### config.mk
export PLATFORM = sky130hd
export DESIGN_NAME = adsr_regs
export DESIGN_NICKNAME = d
export VERILOG_FILES = /design/src/common/adsr_pkg.sv /design/src/verilog/adsr_axis.sv /design/src/verilog/adsr_sleep.sv /design/src/verilog/adsr_regs.sv
export VERILOG_INCLUDE_DIRS = /design/src /design/src/common
export SDC_FILE = /design/constraint.sdc
export NUM_CORES = 1
export LEC_CHECK = 0
export BUFFER_PORTS_ARGS = -buffer_cell sky130_fd_sc_hd__buf_2
export CORE_MARGIN = 1.5
export CORE_UTILIZATION = 29
export CTS_BUF_LIST = sky130_fd_sc_hd__clkbuf_16
export DETAILED_ROUTE_END_ITERATION = 8
export PLACE_DENSITY = 0.48
export SYNTH_ARGS = -nofsm -noshare
export SYNTH_HDL_FRONTEND = slang
export SYNTH_HIERARCHICAL = 1
export SYNTH_SLANG_ARGS = --single-unit
### constraint.sdc
create_clock -name clock -period 2.87 [get_ports clock]
set_input_delay 0.287 -clock clock [delete_from_list [all_inputs] [get_ports clock]]
set_output_delay 0.287 -clock clock [all_outputs]
set_load 0.01 [all_outputs]
### src/common/adsr_params.svh
// register map, field positions and codes of the data/status register bank
// Functional notes
// - fast-read burst skips low sample bytes, returning high bytes only
// - normal burst returns X high, X low, Y high, Y low, Z high, Z low
// - sample bytes sit at 0x01..0x06 right after the status register
// - 10-bit two's complement; high holds bits 9..2, low bits 1..0 on top
// - low byte readable only straight after its high byte
// - high byte read captures paired low byte for the following low read
// - combined overwrite sets on overrun, clears after all three highs read
// - per-axis overwrite sets on unread overrun, clears on that high read
// - combined ready sets on any new sample, clears after all highs read
// - per-axis ready sets on new sample, clears on that high read
// - operating state: 00 standby, 01 wake, 10 sleep; upper bits zero
// - event bits set on rising condition, cleared by reading the register each one is tied to
// - sample-ready event from ready or overwrite; cleared by reading three highs
// - sleep/wake event sets on a wake-to-sleep or sleep-to-wake transition, clears on operating-state read
// - sleep after inactivity limit exceeded, wake again on wake event
// - orientation event follows changed flag; cleared by orientation status read
// - motion event follows active flag; cleared by motion source read
// - read-only part identifier at 0x0D, writes ignored
// - standby-to-active clears samples, status and events; kept otherwise
`ifndef ADSR_PARAMS_SVH
`define ADSR_PARAMS_SVH

`define ADSR_ADDR_STATUS 8'h00
`define ADSR_ADDR_X_HI 8'h01
`define ADSR_ADDR_X_LO 8'h02
`define ADSR_ADDR_Y_HI 8'h03
`define ADSR_ADDR_Y_LO 8'h04
`define ADSR_ADDR_Z_HI 8'h05
`define ADSR_ADDR_Z_LO 8'h06
`define ADSR_ADDR_OPSTATE 8'h0B
`define ADSR_ADDR_EVSRC 8'h0C
`define ADSR_ADDR_PART_ID 8'h0D
`define ADSR_ADDR_ORIENT_ST 8'h10
`define ADSR_ADDR_MOTION_SRC 8'h16
`define ADSR_ADDR_STEP 8'h01

// arbitrary neutral identifier value
`define ADSR_PART_ID 8'hC3

`define ADSR_EV_DRDY 0
`define ADSR_EV_MOTION 2
`define ADSR_EV_ORIENT 4
`define ADSR_EV_SLEEP 7

`define ADSR_MODE_STANDBY 2'h0
`define ADSR_MODE_WAKE 2'h1
`define ADSR_MODE_SLEEP 2'h2

`define ADSR_SAMPLE_W 10
`define ADSR_LOW_PAD 6'h00
`define ADSR_LIMIT_W 8
`define ADSR_AXES 3
`define ADSR_ALL_AXES 3'h7

`endif

### src/common/adsr_pkg.sv
// state type of the sleep/wake controller
package adsr_pkg;
  typedef enum logic [2:0] {
    ADSR_ST_STANDBY = 3'h1,
    ADSR_ST_WAKE = 3'h2,
    ADSR_ST_SLEEP = 3'h4
  } adsr_state_t;
endpackage

### src/verilog/adsr_axis.sv
// one axis: sample hold, paired low capture, ready and overwrite flags
`timescale 1ns/1ps
`default_nettype none
`include "adsr_params.svh"
module adsr_axis (
  input wire logic clock,
  input wire logic rst_n,
  input wire logic clear,
  input wire logic new_sample,
  input wire logic [`ADSR_SAMPLE_W-1:0] sample_in,
  input wire logic high_read,
  output logic [7:0] high_byte,
  output logic [7:0] low_byte,
  output logic ready,
  output logic overwrite,
  output logic overrun
);
  logic [`ADSR_SAMPLE_W-1:0] sample_q, sample_d;
  logic [7:0] low_hold_q, low_hold_d;
  logic ready_q, ready_d;
  logic over_q, over_d;

  // next sample, paired low byte and flags; a clear wins over a new sample
  always_comb begin
    sample_d = sample_q;
    low_hold_d = low_hold_q;
    ready_d = ready_q;
    over_d = over_q;
    overrun = new_sample && ready_q && !high_read;
    if (high_read) begin
      low_hold_d = {sample_q[1:0], `ADSR_LOW_PAD};
      ready_d = 1'h0;
      over_d = 1'h0;
    end
    if (new_sample) begin
      sample_d = sample_in;
      ready_d = 1'h1;
    end
    if (overrun) begin
      over_d = 1'h1;
    end
    if (clear) begin
      sample_d = '0;
      low_hold_d = 8'h00;
      ready_d = 1'h0;
      over_d = 1'h0;
    end
  end

  // register the axis state
  always_ff @(posedge clock or negedge rst_n) begin
    if (!rst_n) begin
      sample_q <= '0;
      low_hold_q <= 8'h00;
      ready_q <= 1'h0;
      over_q <= 1'h0;
    end else begin
      sample_q <= sample_d;
      low_hold_q <= low_hold_d;
      ready_q <= ready_d;
      over_q <= over_d;
    end
  end

  // high byte carries bits 9..2
  assign high_byte = sample_q[`ADSR_SAMPLE_W-1:2];
  assign low_byte = low_hold_q;
  assign ready = ready_q;
  assign overwrite = over_q;
endmodule // adsr_axis
`default_nettype wire

### src/verilog/adsr_sleep.sv
// operating-state controller: standby, wake and sleep with inactivity count
`timescale 1ns/1ps
`default_nettype none
`include "adsr_params.svh"
module adsr_sleep #(
  parameter int LIMIT_W = `ADSR_LIMIT_W
) (
  input wire logic clock,
  input wire logic rst_n,
  input wire logic active,
  input wire logic sleep_enable,
  input wire logic [LIMIT_W-1:0] inactivity_limit,
  input wire logic time_tick,
  input wire logic any_event,
  input wire logic wake_event,
  output logic [1:0] mode,
  output logic transition,
  output logic low_rate
);
  adsr_pkg::adsr_state_t state_q, state_d;
  logic [LIMIT_W-1:0] count_q, count_d;
  logic trans_q, trans_d;

  // state, inactivity count and transition pulse
  always_comb begin
    state_d = state_q;
    count_d = count_q;
    trans_d = 1'h0;
    unique case (state_q)
      adsr_pkg::ADSR_ST_STANDBY: begin
        count_d = '0;
        if (active) begin
          state_d = adsr_pkg::ADSR_ST_WAKE;
        end
      end
      adsr_pkg::ADSR_ST_WAKE: begin
        if (any_event || !sleep_enable) begin
          count_d = '0;
        end else if (count_q > inactivity_limit) begin
          state_d = adsr_pkg::ADSR_ST_SLEEP;
          trans_d = 1'h1;
          count_d = '0;
        end else if (time_tick && count_q != '1) begin
          count_d = LIMIT_W'(count_q + 1'h1);
        end
      end
      adsr_pkg::ADSR_ST_SLEEP: begin
        if (wake_event) begin
          state_d = adsr_pkg::ADSR_ST_WAKE;
          trans_d = 1'h1;
        end
      end
      default: begin
        state_d = adsr_pkg::ADSR_ST_STANDBY;
      end
    endcase
    if (!active) begin
      state_d = adsr_pkg::ADSR_ST_STANDBY;
      trans_d = 1'h0;
    end
  end

  // register controller state
  always_ff @(posedge clock or negedge rst_n) begin
    if (!rst_n) begin
      state_q <= adsr_pkg::ADSR_ST_STANDBY;
      count_q <= '0;
      trans_q <= 1'h0;
    end else begin
      state_q <= state_d;
      count_q <= count_d;
      trans_q <= trans_d;
    end
  end

  // mode code for the operating-state register
  always_comb begin
    unique case (state_q)
      adsr_pkg::ADSR_ST_WAKE: mode = `ADSR_MODE_WAKE;
      adsr_pkg::ADSR_ST_SLEEP: mode = `ADSR_MODE_SLEEP;
      default: mode = `ADSR_MODE_STANDBY;
    endcase
  end

  assign transition = trans_q;
  assign low_rate = (state_q == adsr_pkg::ADSR_ST_SLEEP);
endmodule // adsr_sleep
`default_nettype wire

### src/verilog/adsr_regs.sv
// data, status, operating-state, event-source and identifier register bank
`timescale 1ns/1ps
`default_nettype none
`include "adsr_params.svh"
module adsr_regs #(
  parameter int LIMIT_W = `ADSR_LIMIT_W
) (
  input wire logic clock,
  input wire logic rst_n,
  // control bits from the control register block
  input wire logic active,
  input wire logic fast_read,
  input wire logic sleep_enable,
  input wire logic [LIMIT_W-1:0] inactivity_limit,
  input wire logic drdy_enable,
  input wire logic motion_enable,
  input wire logic orient_enable,
  // time base and wake source from the detectors
  input wire logic time_tick,
  input wire logic wake_event,
  // new samples, one strobe per axis (0 x, 1 y, 2 z)
  input wire logic [`ADSR_AXES-1:0] sample_strobe,
  input wire logic [`ADSR_SAMPLE_W-1:0] x_sample,
  input wire logic [`ADSR_SAMPLE_W-1:0] y_sample,
  input wire logic [`ADSR_SAMPLE_W-1:0] z_sample,
  // detector flags
  input wire logic orientation_changed,
  input wire logic motion_active,
  // byte port from the serial protocol engine
  input wire logic addr_load,
  input wire logic [7:0] addr_in,
  input wire logic rd_req,
  input wire logic wr_req,
  input wire logic [7:0] ext_rd_data,
  output logic [7:0] rd_data,
  output logic rd_valid,
  output logic [7:0] rd_addr,
  output logic [1:0] operating_state,
  output logic low_rate,
  output logic event_pending
);
  logic [7:0] ptr_q, ptr_d;
  logic [7:0] rd_data_q, rd_data_d;
  logic rd_valid_q, rd_valid_d;
  logic [7:0] rd_addr_q, rd_addr_d;
  logic all_ready_q, all_ready_d;
  logic all_over_q, all_over_d;
  logic [`ADSR_AXES-1:0] seen_q, seen_d;
  logic [7:0] evsrc_q, evsrc_d;
  logic [2:0] cond_prev_q, cond_prev_d;
  logic active_prev_q;
  logic [1:0] opstate_q;
  logic low_rate_q;
  logic pending_q;

  logic start;
  logic rd_fire;
  logic [`ADSR_AXES-1:0] high_read;
  logic [`ADSR_AXES-1:0] new_sample;
  logic [`ADSR_AXES-1:0] ready;
  logic [`ADSR_AXES-1:0] overwrite;
  logic [`ADSR_AXES-1:0] overrun;
  logic [7:0] high_byte [`ADSR_AXES];
  logic [7:0] low_byte [`ADSR_AXES];
  logic [`ADSR_SAMPLE_W-1:0] sample_in [`ADSR_AXES];
  logic all_highs_read;
  logic [2:0] cond;
  logic [7:0] ev_set;
  logic any_event;
  logic [1:0] mode;
  logic transition;
  logic sleeping;
  logic [7:0] status_byte;

  // next burst address from the current one
  function automatic logic [7:0] next_addr(input logic [7:0] a, input logic fast);
    logic [7:0] n;
    n = 8'(a + `ADSR_ADDR_STEP);
    if (a == `ADSR_ADDR_Z_LO) begin
      n = `ADSR_ADDR_STATUS;
    end else if (fast) begin
      unique case (a)
        `ADSR_ADDR_X_HI: n = `ADSR_ADDR_Y_HI;
        `ADSR_ADDR_Y_HI: n = `ADSR_ADDR_Z_HI;
        `ADSR_ADDR_Z_HI: n = `ADSR_ADDR_STATUS;
        `ADSR_ADDR_X_LO: n = `ADSR_ADDR_STATUS;
        `ADSR_ADDR_Y_LO: n = `ADSR_ADDR_STATUS;
        default: n = 8'(a + `ADSR_ADDR_STEP);
      endcase
    end
    return n;
  endfunction

  // address of the high byte of one axis
  function automatic logic [7:0] high_addr(input int axis);
    logic [7:0] h;
    h = `ADSR_ADDR_X_HI;
    if (axis == 1) begin
      h = `ADSR_ADDR_Y_HI;
    end else if (axis == 2) begin
      h = `ADSR_ADDR_Z_HI;
    end
    return h;
  endfunction

  // a read is taken unless an address load arrives in the same cycle
  assign rd_fire = rd_req && !addr_load;
  // standby-to-active start wipes sample, status and event contents
  assign start = active && !active_prev_q;
  assign sample_in[0] = x_sample;
  assign sample_in[1] = y_sample;
  assign sample_in[2] = z_sample;

  // one channel per axis; high read decode from the current pointer
  genvar g;
  generate
    for (g = 0; g < `ADSR_AXES; g++) begin : g_axis
      assign high_read[g] = rd_fire && (ptr_q == high_addr(g));
      assign new_sample[g] = sample_strobe[g] && active;
      adsr_axis u_axis (
        .clock(clock),
        .rst_n(rst_n),
        .clear(start),
        .new_sample(new_sample[g]),
        .sample_in(sample_in[g]),
        .high_read(high_read[g]),
        .high_byte(high_byte[g]),
        .low_byte(low_byte[g]),
        .ready(ready[g]),
        .overwrite(overwrite[g]),
        .overrun(overrun[g])
      );
    end
  endgenerate

  // operating state machine
  adsr_sleep #(
    .LIMIT_W(LIMIT_W)
  ) u_sleep (
    .clock(clock),
    .rst_n(rst_n),
    .active(active),
    .sleep_enable(sleep_enable),
    .inactivity_limit(inactivity_limit),
    .time_tick(time_tick),
    .any_event(any_event),
    .wake_event(wake_event),
    .mode(mode),
    .transition(transition),
    .low_rate(sleeping)
  );

  // all three high bytes read since the last new sample
  assign all_highs_read = ((seen_q | high_read) == `ADSR_ALL_AXES);

  // combined flags and the high-read tracker; a new sample wins
  always_comb begin
    all_ready_d = all_ready_q;
    all_over_d = all_over_q;
    seen_d = seen_q | high_read;
    if (all_highs_read) begin
      all_ready_d = 1'h0;
      all_over_d = 1'h0;
      seen_d = '0;
    end
    if (|new_sample) begin
      all_ready_d = 1'h1;
      seen_d = high_read & ~new_sample;
    end
    if (|overrun) begin
      all_over_d = 1'h1;
    end
    if (start) begin
      all_ready_d = 1'h0;
      all_over_d = 1'h0;
      seen_d = '0;
    end
  end

  // source conditions and their rising edges
  always_comb begin
    cond[0] = (all_ready_q || all_over_q) && drdy_enable;
    cond[1] = motion_active && motion_enable;
    cond[2] = orientation_changed && orient_enable;
    cond_prev_d = {cond[2:1], cond[0] && !all_highs_read}; // re-arm when highs read
    ev_set = 8'h00;
    ev_set[`ADSR_EV_DRDY] = cond[0] && !cond_prev_q[0];
    ev_set[`ADSR_EV_MOTION] = cond[1] && !cond_prev_q[1];
    ev_set[`ADSR_EV_ORIENT] = cond[2] && !cond_prev_q[2];
    ev_set[`ADSR_EV_SLEEP] = transition;
    any_event = |ev_set[`ADSR_EV_ORIENT:0];
  end

  // event-source bits: cleared by reading the tied register, set wins
  always_comb begin
    evsrc_d = evsrc_q;
    if (all_highs_read) begin
      evsrc_d[`ADSR_EV_DRDY] = 1'h0;
    end
    if (rd_fire && ptr_q == `ADSR_ADDR_MOTION_SRC) begin
      evsrc_d[`ADSR_EV_MOTION] = 1'h0;
    end
    if (rd_fire && ptr_q == `ADSR_ADDR_ORIENT_ST) begin
      evsrc_d[`ADSR_EV_ORIENT] = 1'h0;
    end
    if (rd_fire && ptr_q == `ADSR_ADDR_OPSTATE) begin
      evsrc_d[`ADSR_EV_SLEEP] = 1'h0;
    end
    evsrc_d = evsrc_d | ev_set;
    if (start) begin
      evsrc_d = 8'h00;
    end
  end

  // status byte: overwrite bits above ready bits, z y x order
  assign status_byte = {all_over_q, overwrite[2], overwrite[1], overwrite[0],
                        all_ready_q, ready[2], ready[1], ready[0]};

  // address pointer and read data
  always_comb begin
    ptr_d = ptr_q;
    rd_data_d = rd_data_q;
    rd_valid_d = rd_fire;
    rd_addr_d = rd_addr_q;
    if (addr_load) begin
      ptr_d = addr_in;
    end else if (rd_req || wr_req) begin
      ptr_d = next_addr(ptr_q, fast_read);
    end
    if (rd_fire) begin
      rd_addr_d = ptr_q;
      unique case (ptr_q)
        `ADSR_ADDR_STATUS: rd_data_d = status_byte;
        `ADSR_ADDR_X_HI: rd_data_d = high_byte[0];
        `ADSR_ADDR_X_LO: rd_data_d = low_byte[0];
        `ADSR_ADDR_Y_HI: rd_data_d = high_byte[1];
        `ADSR_ADDR_Y_LO: rd_data_d = low_byte[1];
        `ADSR_ADDR_Z_HI: rd_data_d = high_byte[2];
        `ADSR_ADDR_Z_LO: rd_data_d = low_byte[2];
        `ADSR_ADDR_OPSTATE: rd_data_d = {6'h00, opstate_q};
        `ADSR_ADDR_EVSRC: rd_data_d = evsrc_q;
        `ADSR_ADDR_PART_ID: rd_data_d = `ADSR_PART_ID;
        default: rd_data_d = ext_rd_data;
      endcase
    end
  end

  // register the bank state
  always_ff @(posedge clock or negedge rst_n) begin
    if (!rst_n) begin
      ptr_q <= `ADSR_ADDR_STATUS;
      rd_data_q <= 8'h00;
      rd_valid_q <= 1'h0;
      rd_addr_q <= `ADSR_ADDR_STATUS;
      all_ready_q <= 1'h0;
      all_over_q <= 1'h0;
      seen_q <= '0;
      evsrc_q <= 8'h00;
      cond_prev_q <= 3'h0;
      active_prev_q <= 1'h0;
      opstate_q <= `ADSR_MODE_STANDBY;
      low_rate_q <= 1'h0;
      pending_q <= 1'h0;
    end else begin
      ptr_q <= ptr_d;
      rd_data_q <= rd_data_d;
      rd_valid_q <= rd_valid_d;
      rd_addr_q <= rd_addr_d;
      all_ready_q <= all_ready_d;
      all_over_q <= all_over_d;
      seen_q <= seen_d;
      evsrc_q <= evsrc_d;
      cond_prev_q <= cond_prev_d;
      active_prev_q <= active;
      opstate_q <= mode;
      low_rate_q <= sleeping;
      pending_q <= |evsrc_d;
    end
  end

  // outputs straight from flops
  assign rd_data = rd_data_q;
  assign rd_valid = rd_valid_q;
  assign rd_addr = rd_addr_q;
  assign operating_state = opstate_q;
  assign low_rate = low_rate_q;
  assign event_pending = pending_q;
endmodule // adsr_regs
`default_nettype wire

* After elaboration in Yosys (flattened, before gate mapping)
Index checks and enable logic that the tools add are counted.
** Cells by class
- Add/sub/neg operators :: 2
- Magnitude comparators :: 1
- Eq/ne operators :: 20
- Muxes and demuxes :: 61
- Bitwise gates (word level) :: 4
- Reductions and logical operators :: 62
** Operator list (count)
- 2-to-1 mux 8 bit :: 14
- one-hot mux 8 bit (10 select lines) :: 1
- 2-to-1 mux 10 bit :: 6
- 2-to-1 mux 1 bit :: 28
- logical AND 1 bit :: 25
- equality test 8 x 3 -> 1 bit (second input constant) :: 3
- equality test 8 x 4 -> 1 bit (second input constant) :: 3
- one-hot mux 8 bit (3 select lines) :: 1
- nonzero test 3 bit :: 8
- 2-to-1 mux 3 bit :: 7
- adder 8 x 1 -> 8 bit (second input constant) :: 2
- equality test 8 x 2 -> 1 bit (second input constant) :: 2
- equality test 8 x 5 -> 1 bit (second input constant) :: 2
- one-hot mux 8 bit (2 select lines) :: 1
- nonzero test 2 bit :: 8
- OR reduction 3 bit :: 4
- zero test 1 bit :: 10
- one-hot mux 3 bit (3 select lines) :: 1
- equality test 8 x 1 -> 1 bit (second input constant) :: 1
- > comparator 8 bit :: 1
- zero test 8 bit :: 1
- inequality test 8 bit (second input constant) :: 1
- bitwise OR 8 bit :: 1
- OR reduction 8 bit :: 1
- 14 further kinds :: 18
** Word-level totals
- Bits in registers :: 118
- Input port bits :: 72
- Output and inout port bits :: 21
- Word-level logic and storage cells :: 178

* Depth between registers and ports, before layout
- Word-level depth :: 9
- Depth in mapped cells :: 9
- Depth with buffers taken out :: 8

* Cells and area by module
The synthesis kept the hierarchy.
** By module, submodules not included
- adsr_regs :: times used 1, cells an instance 311, area each 2783.9 µm², sequential area each 1151.1 µm²
- adsr_axis :: times used 3, cells an instance 61, area each 674.4 µm², sequential area each 350.3 µm²
- adsr_sleep :: times used 1, cells an instance 106, area each 939.7 µm², sequential area each 301.5 µm²

* Worst setup path after synthesis
Ideal clock, no wire load.
- Path kind :: flip-flop to flip-flop
- From :: register ptr_q[5]
- To :: register seen_q[0]
- Setup time :: 0.145 ns
- Data arrival time :: 1.890 ns
- Data required time :: 2.725 ns
- Setup slack :: 0.835 ns
- Stages on the path, launching flop included :: 6
- Path buffers :: 0
- Period minus slack after synthesis :: 2.035 ns
- Cell sequence :: dfrtp_1 -> or4_4 -> nor4b_4 -> o22ai_1 -> nor2_4 -> a2111oi_0
** On the way
- Word-level cells in the longest chain between the ends :: 7
- Elaborated cells between the ends (all ways) :: 12
- Those cells by class :: 4 x eq/ne; 3 x mux; 2 x bitwise; 3 x reduce/logical
** Ends and longest elaborated chain
- start, declared :: RTL line adsr_regs.sv:42 : logic [7:0] ptr_q, ptr_d;
- start signal, assigned :: RTL line adsr_regs.sv:251 : ptr_q <= `ADSR_ADDR_STATUS;
- start signal, assigned :: RTL line adsr_regs.sv:265 : ptr_q <= ptr_d;
- equality test 8 x 1 -> 1 bit (*) :: RTL line adsr_regs.sv:118 : assign high_read[g] = rd_fire && (ptr_q == high_addr(g));
- logical AND 1 bit (*) :: RTL line adsr_regs.sv:118
- via high_read[0] :: RTL line adsr_regs.sv:58 : logic [`ADSR_AXES-1:0] high_read;
- bitwise OR 3 bit :: RTL line adsr_regs.sv:154, adsr_regs.sv:160
- equality test 3 bit (no line)
- 2-to-1 mux 3 bit :: RTL line adsr_regs.sv:161 : if (all_highs_read) begin
- 2-to-1 mux 3 bit (*) :: RTL line adsr_regs.sv:166 : if (|new_sample) begin
- 2-to-1 mux 3 bit (*) :: RTL line adsr_regs.sv:173 : if (start) begin
- via seen_d[0] :: RTL line adsr_regs.sv:48 : logic [`ADSR_AXES-1:0] seen_q, seen_d;
- end signal, assigned :: RTL line adsr_regs.sv:271 : seen_q <= seen_d;
- end, declared :: RTL line adsr_regs.sv:48
Mark *: on every way through the listed nets, which the timed path passes. The rest lies on a longest branch.
A chain may end at the register's enable or synchronous reset.

* Worst setup path after layout
- From :: register ptr_q[1]
- To :: register pending_q, in the netlist event_pending
** On the way
- Word-level cells in the longest chain between the ends :: 8
- Elaborated cells between the ends (all ways) :: 21
- Those cells by class :: 7 x eq/ne; 5 x mux; 2 x bitwise; 7 x reduce/logical
** Ends and longest elaborated chain
- equality test 8 x 1 -> 1 bit, or another cell as far along :: RTL line adsr_regs.sv:118
- logical AND 1 bit :: RTL line adsr_regs.sv:118
- bitwise OR 3 bit :: RTL line adsr_regs.sv:154 : assign all_highs_read = ((seen_q | high_read) == `ADSR_ALL_AXES);
- equality test 3 bit (no line)
- 2-to-1 mux 1 bit :: RTL line adsr_regs.sv:197 : if (all_highs_read) begin
- bitwise OR 8 bit (*) :: RTL line adsr_regs.sv:209 : evsrc_d = evsrc_d | ev_set;
- 2-to-1 mux 8 bit (*) :: RTL line adsr_regs.sv:210 : if (start) begin
- OR reduction 8 bit (*) :: RTL line adsr_regs.sv:277 : pending_q <= |evsrc_d;
- end signal, assigned :: RTL line adsr_regs.sv:277
- end, declared :: RTL line adsr_regs.sv:54 : logic pending_q;
Every way passes the cells marked *; elsewhere a longest branch is shown, timed or not.

==> summary.md <==
The end of the worst hold path is active_prev_q. 0 antenna diodes ended up in the layout. The core outline area was 19460 um2.

The area share of xor/xnor cells in the synthesized design is 0.001524. Post-CTS timing repair inserted 0 buffers for setup. In this run the count of I/O pins placed on the die edge is 93.

Among all flip-flop cells after synthesis, the most frequent one is sky130_fd_sc_hd__dfrtp_1. By startpoint and endpoint, the worst setup path is classified as flip-flop to flip-flop. For the netlist area before placement, the log shows 5747 um2.

The residual antenna-violating net count after detailed routing is 0. The kind of launch point of the worst setup path was a flip-flop. The fraction of final layout cells with drive strength greater than 1 is 0.2186. The worst hold path cell count works out to 1. The cell count after synthesis was 600.

The count of flip-flops with a built-in enable after synthesis is 0, and the number of buffers added by the clock tree synthesis step is 9. The tools report the effective utilization at floorplan as 0.2953. In the routed layout, each cell is associated on average with a via count of 4.836.

The total of flip-flops plus latches after synthesis was 100. The worst-case IR drop observed on VDD is 0.0002899 V. TritonCTS built the clock tree. The share of synthesized area spent on multiplexers works out to 0.07555. The tools report the number of failing hold endpoints at the final stage as 0. The floorplan has 51 rows. The number of sinks driven by the clock tree was 100. First-iteration detailed-routing DRC count: 251. The mean routed wirelength per cell was 16.51 um. The launching instance or port of the critical path was ptr_q[1].

Routability-driven placement finished with a final weighted congestion of 0.8490. At the end of the flow, the number of nets in the layout was 748. Dividing the synthesized area by the synthesized cell count gives 9.578 um2. The tools report the sequential share of the synthesized area as 0.4357.

The proportion of synthesized flip-flops having asynchronous set or reset was 1.000. The share of the clock period used by the worst path after layout works out to 0.8264. Subtracting the final worst setup slack from the clock period gives 2.372 ns.

The maximum frequency from static timing analysis was 0.4216 GHz; the die area was 20670 um2. The clock tree root driver cell is sky130_fd_sc_hd__clkbuf_16. After the flow finishes, the layout carries non-filler instances totaling 933. The fraction of the mapped netlist area in compound gates is 0.1657. In this run the vertical extent of the chip is 143.8 um. The number of synthesis warnings is 6, and the final number of setup-violating endpoints is 0. The final-layout setup total negative slack came out at 0 ns. In the final layout, the multi-input gates occupy 2755 um2. For this run the aggregate overflow at the end of global routing stands at 0. The adder-cell area share of the yosys netlist was 0.02830; the number of pins exceeding their max-slew limit in the final report was 0. The storage element area is 2504 um2. In this run the register-to-register setup slack is 0.50 ns. The area growth from synthesis to final layout is 14.00%, and the required time of the critical path is 3.09 ns. The routed design has 15410 um of wire. The H-tree generated during clock tree synthesis spans 3 levels.

The final worst clock skew came out at 0.01102 ns. Including well taps, the total number of placed cells is 916. The pin count of the biggest net entering global routing was 58. The combinational family with the most area after synthesis is simple AND/OR/NAND/NOR gates. The startpoint of the worst-slack reg-to-reg timing path is ptr_q[1]. The static leakage was 3.005 nW.

The worst setup path is captured at a flip-flop. The largest fanout on the critical path was 12; the number of inserted filler cells in the final layout was 2050. The number of antenna violations at the first check in global routing is 0.

The global routing usage summed across all routing layers came out at 0.1555. The power per standard cell area was 558.7 nW/um2; the slew at the pin closest to its max-slew limit was 0.9117 ns. Max-cap violations in this run came to 0.

The run finished with clean final reports. The number of detailed-routing iterations run before antenna repair is 5, and the number of different library cells in the post-synthesis netlist is 72. The relative max-transition margin is 0.3875, and the via count is 4512. The path class of the tightest hold or removal check is input pin to flip-flop.

Count of buffers from port buffering: 92. Setup repair after global routing left no endpoint under its margin. The arrival time at the worst endpoint was 2.59 ns.

The worst register-to-register path ends at event_pending. The maximum clock insertion buffer count is 2, and the via count of the first global-routing pass is 4458. Clock-pin slew was measured on the worst setup and hold paths at 0.07 ns.

The HPWL after detailed placement was 11750 um. At the later pin of the worst-skew pair, clock insertion delay measures 0.36 ns. The post-synthesis share of cell area spent on and, or, nand and nor gates is 0.1966.

Counting cells, the worst reg-to-reg path comes to 6. The die width is 143.8 um. The number of DRC violations after detailed routing was 0. The startpoint identified for the worst hold timing path is active. The first global-routing pass estimated 24670 um of wire.
-- what timing repair did --
action,4_1_cts,5_1_grt
hold buffers,1,0
resized for setup,0,0
hold endpoints to repair,43,0
-- power by group --
group / switching, mW / total, mW / internal, mW
logic: 0.448 / 0.765 / 0.316
clock network: 0.547 / 1.22 / 0.673
registers: 0.129 / 1.68 / 1.55
total: 1.12 / 3.66 / 2.54
-- cell usage in the layout (no fill, tap or decap), types with 3 or more instances in the layout --
cell type	instances
sky130_fd_sc_hd__o22ai_1	4
sky130_fd_sc_hd__or3_1	6
sky130_fd_sc_hd__buf_2	91
sky130_fd_sc_hd__nand2_1	53
sky130_fd_sc_hd__nor2b_1	8
sky130_fd_sc_hd__inv_1	23
sky130_fd_sc_hd__nand2b_1	14
sky130_fd_sc_hd__a222oi_1	4
sky130_fd_sc_hd__o2bb2ai_1	5
sky130_fd_sc_hd__nand4_1	6
sky130_fd_sc_hd__nand3_1	17
sky130_fd_sc_hd__nand3b_1	3
sky130_fd_sc_hd__o211ai_1	5
sky130_fd_sc_hd__o31ai_1	4
sky130_fd_sc_hd__nor3_1	7
sky130_fd_sc_hd__ha_1	13
sky130_fd_sc_hd__mux2i_1	40
sky130_fd_sc_hd__buf_4	14
sky130_fd_sc_hd__conb_1	18
sky130_fd_sc_hd__dfrtp_1	99
sky130_fd_sc_hd__o21ai_0	32
sky130_fd_sc_hd__mux2_2	3
sky130_fd_sc_hd__a21o_1	3
sky130_fd_sc_hd__a31oi_1	8
sky130_fd_sc_hd__nor2_1	58
sky130_fd_sc_hd__a22oi_1	14
sky130_fd_sc_hd__and2_1	12
sky130_fd_sc_hd__a221o_1	6
sky130_fd_sc_hd__a21oi_1	26
sky130_fd_sc_hd__clkbuf_16	9
sky130_fd_sc_hd__and3_1	6
sky130_fd_sc_hd__nor3_2	3
-- area by class of cell --
class,count,area share
Sequential cell,100,0.3822
Multi-Input combinational cell,424,0.4205
Clock buffer,9,0.03438
Timing Repair Buffer,107,0.09015
Inverter,21,0.01203
Tap cell,265,0.05061
Clock inverter,7,0.01012
-- metrics by stage --
| step | worst slack (ns) | util | area, um2 | hold WS (ns) | total power [mW] |
|---|---|---|---|---|---|
| 2_1_floorplan | 0.8345 | - | 5803 | -0.008591 | 2.217 |
| 3_3_place_gp | 0.5791 | 0.3211 | 6250 | 0.3460 | 2.459 |
| 3_5_place_dp | 0.4870 | 0.3211 | 6250 | 0.3460 | 2.473 |
| 4_1_cts | 0.4721 | 0.3366 | 6551 | 0.1564 | 3.717 |
| 5_1_grt | 0.1789 | 0.3366 | 6551 | 0.1561 | 3.882 |
| 6_report | 0.4983 | 0.3366 | 6551 | 0.1647 | 3.660 |
-- per-layer routing --
layer	GRT usage	wire length, um
met5	0	0
met4	0.04458	192
met3	0.03466	608
met2	0.2358	6890
met1	0.2208	7716
-- state kept, by name (all words and copies together) (netlist names), 2 cells and up --
signal / count
g_axis.u_axis/sample_q: 30
evsrc_q: 8
ptr_q: 8
rd_addr: 8
rd_data: 8
u_sleep/count_q: 8
g_axis.u_axis/low_byte: 6
cond_prev_q: 3
g_axis.u_axis/overwrite: 3
g_axis.u_axis/ready: 3
seen_q: 3
u_sleep/state_q: 3
operating_state: 2
-- worst max-delay path, stage by stage (launching register included) --
cell and delay, ns:
sky130_fd_sc_hd__dfrtp_1 0.42, sky130_fd_sc_hd__ha_1 0.45, sky130_fd_sc_hd__nor2b_1 0.43, sky130_fd_sc_hd__nand4_1 0.16, sky130_fd_sc_hd__a21o_1 0.22, sky130_fd_sc_hd__nor4b_1 0.40
sky130_fd_sc_hd__o22ai_1 0.15
-- logic make-up (layout without fill, tap and decap cells) --
family	Yosys count	after routing
and+or+nand+nor	212	212
AOI/OAI and AO/OA	137	137
DFF	100	100
buffers and inverters	91	144
muxes	43	43
adders and majority gates	13	13
other	3	18
xor gates and xnor gates	1	1
-- Yosys cell counts (all sizes together) (5+ instances only) --
master,number,area share
dfrtp,99,0.43
nor2,60,0.041
buf,58,0.073
nand2,53,0.035
mux2i,40,0.070
o21ai,32,0.028
a21oi,27,0.024
inv,20,0.013
nand3,17,0.015
a22oi,14,0.018
nand2b,14,0.015
ha,13,0.028
and2,12,0.013
clkbuf,12,0.0078
nor3,10,0.011
a31oi,8,0.0087
nor2b,8,0.0087
a221o,6,0.010
and3,6,0.0065
nand4,6,0.0065
o31ai,6,0.011
or3,6,0.0065
a21o,5,0.0070
o211ai,5,0.0065
o2bb2ai,5,0.0076
-- worst max path at each step --
stage / slack, ns / endpoint
4_1_cts: 0.47 / u_sleep/count_q[1]
3_5_place_dp: 0.49 / u_sleep/count_q[1]
2_1_floorplan: 0.83 / seen_q[0]
6_report: 0.50 / event_pending
3_3_place_gp: 0.58 / event_pending
5_1_grt: 0.18 / u_sleep/count_q[1]
No activity file was read; power rests on OpenSTA's default activity.
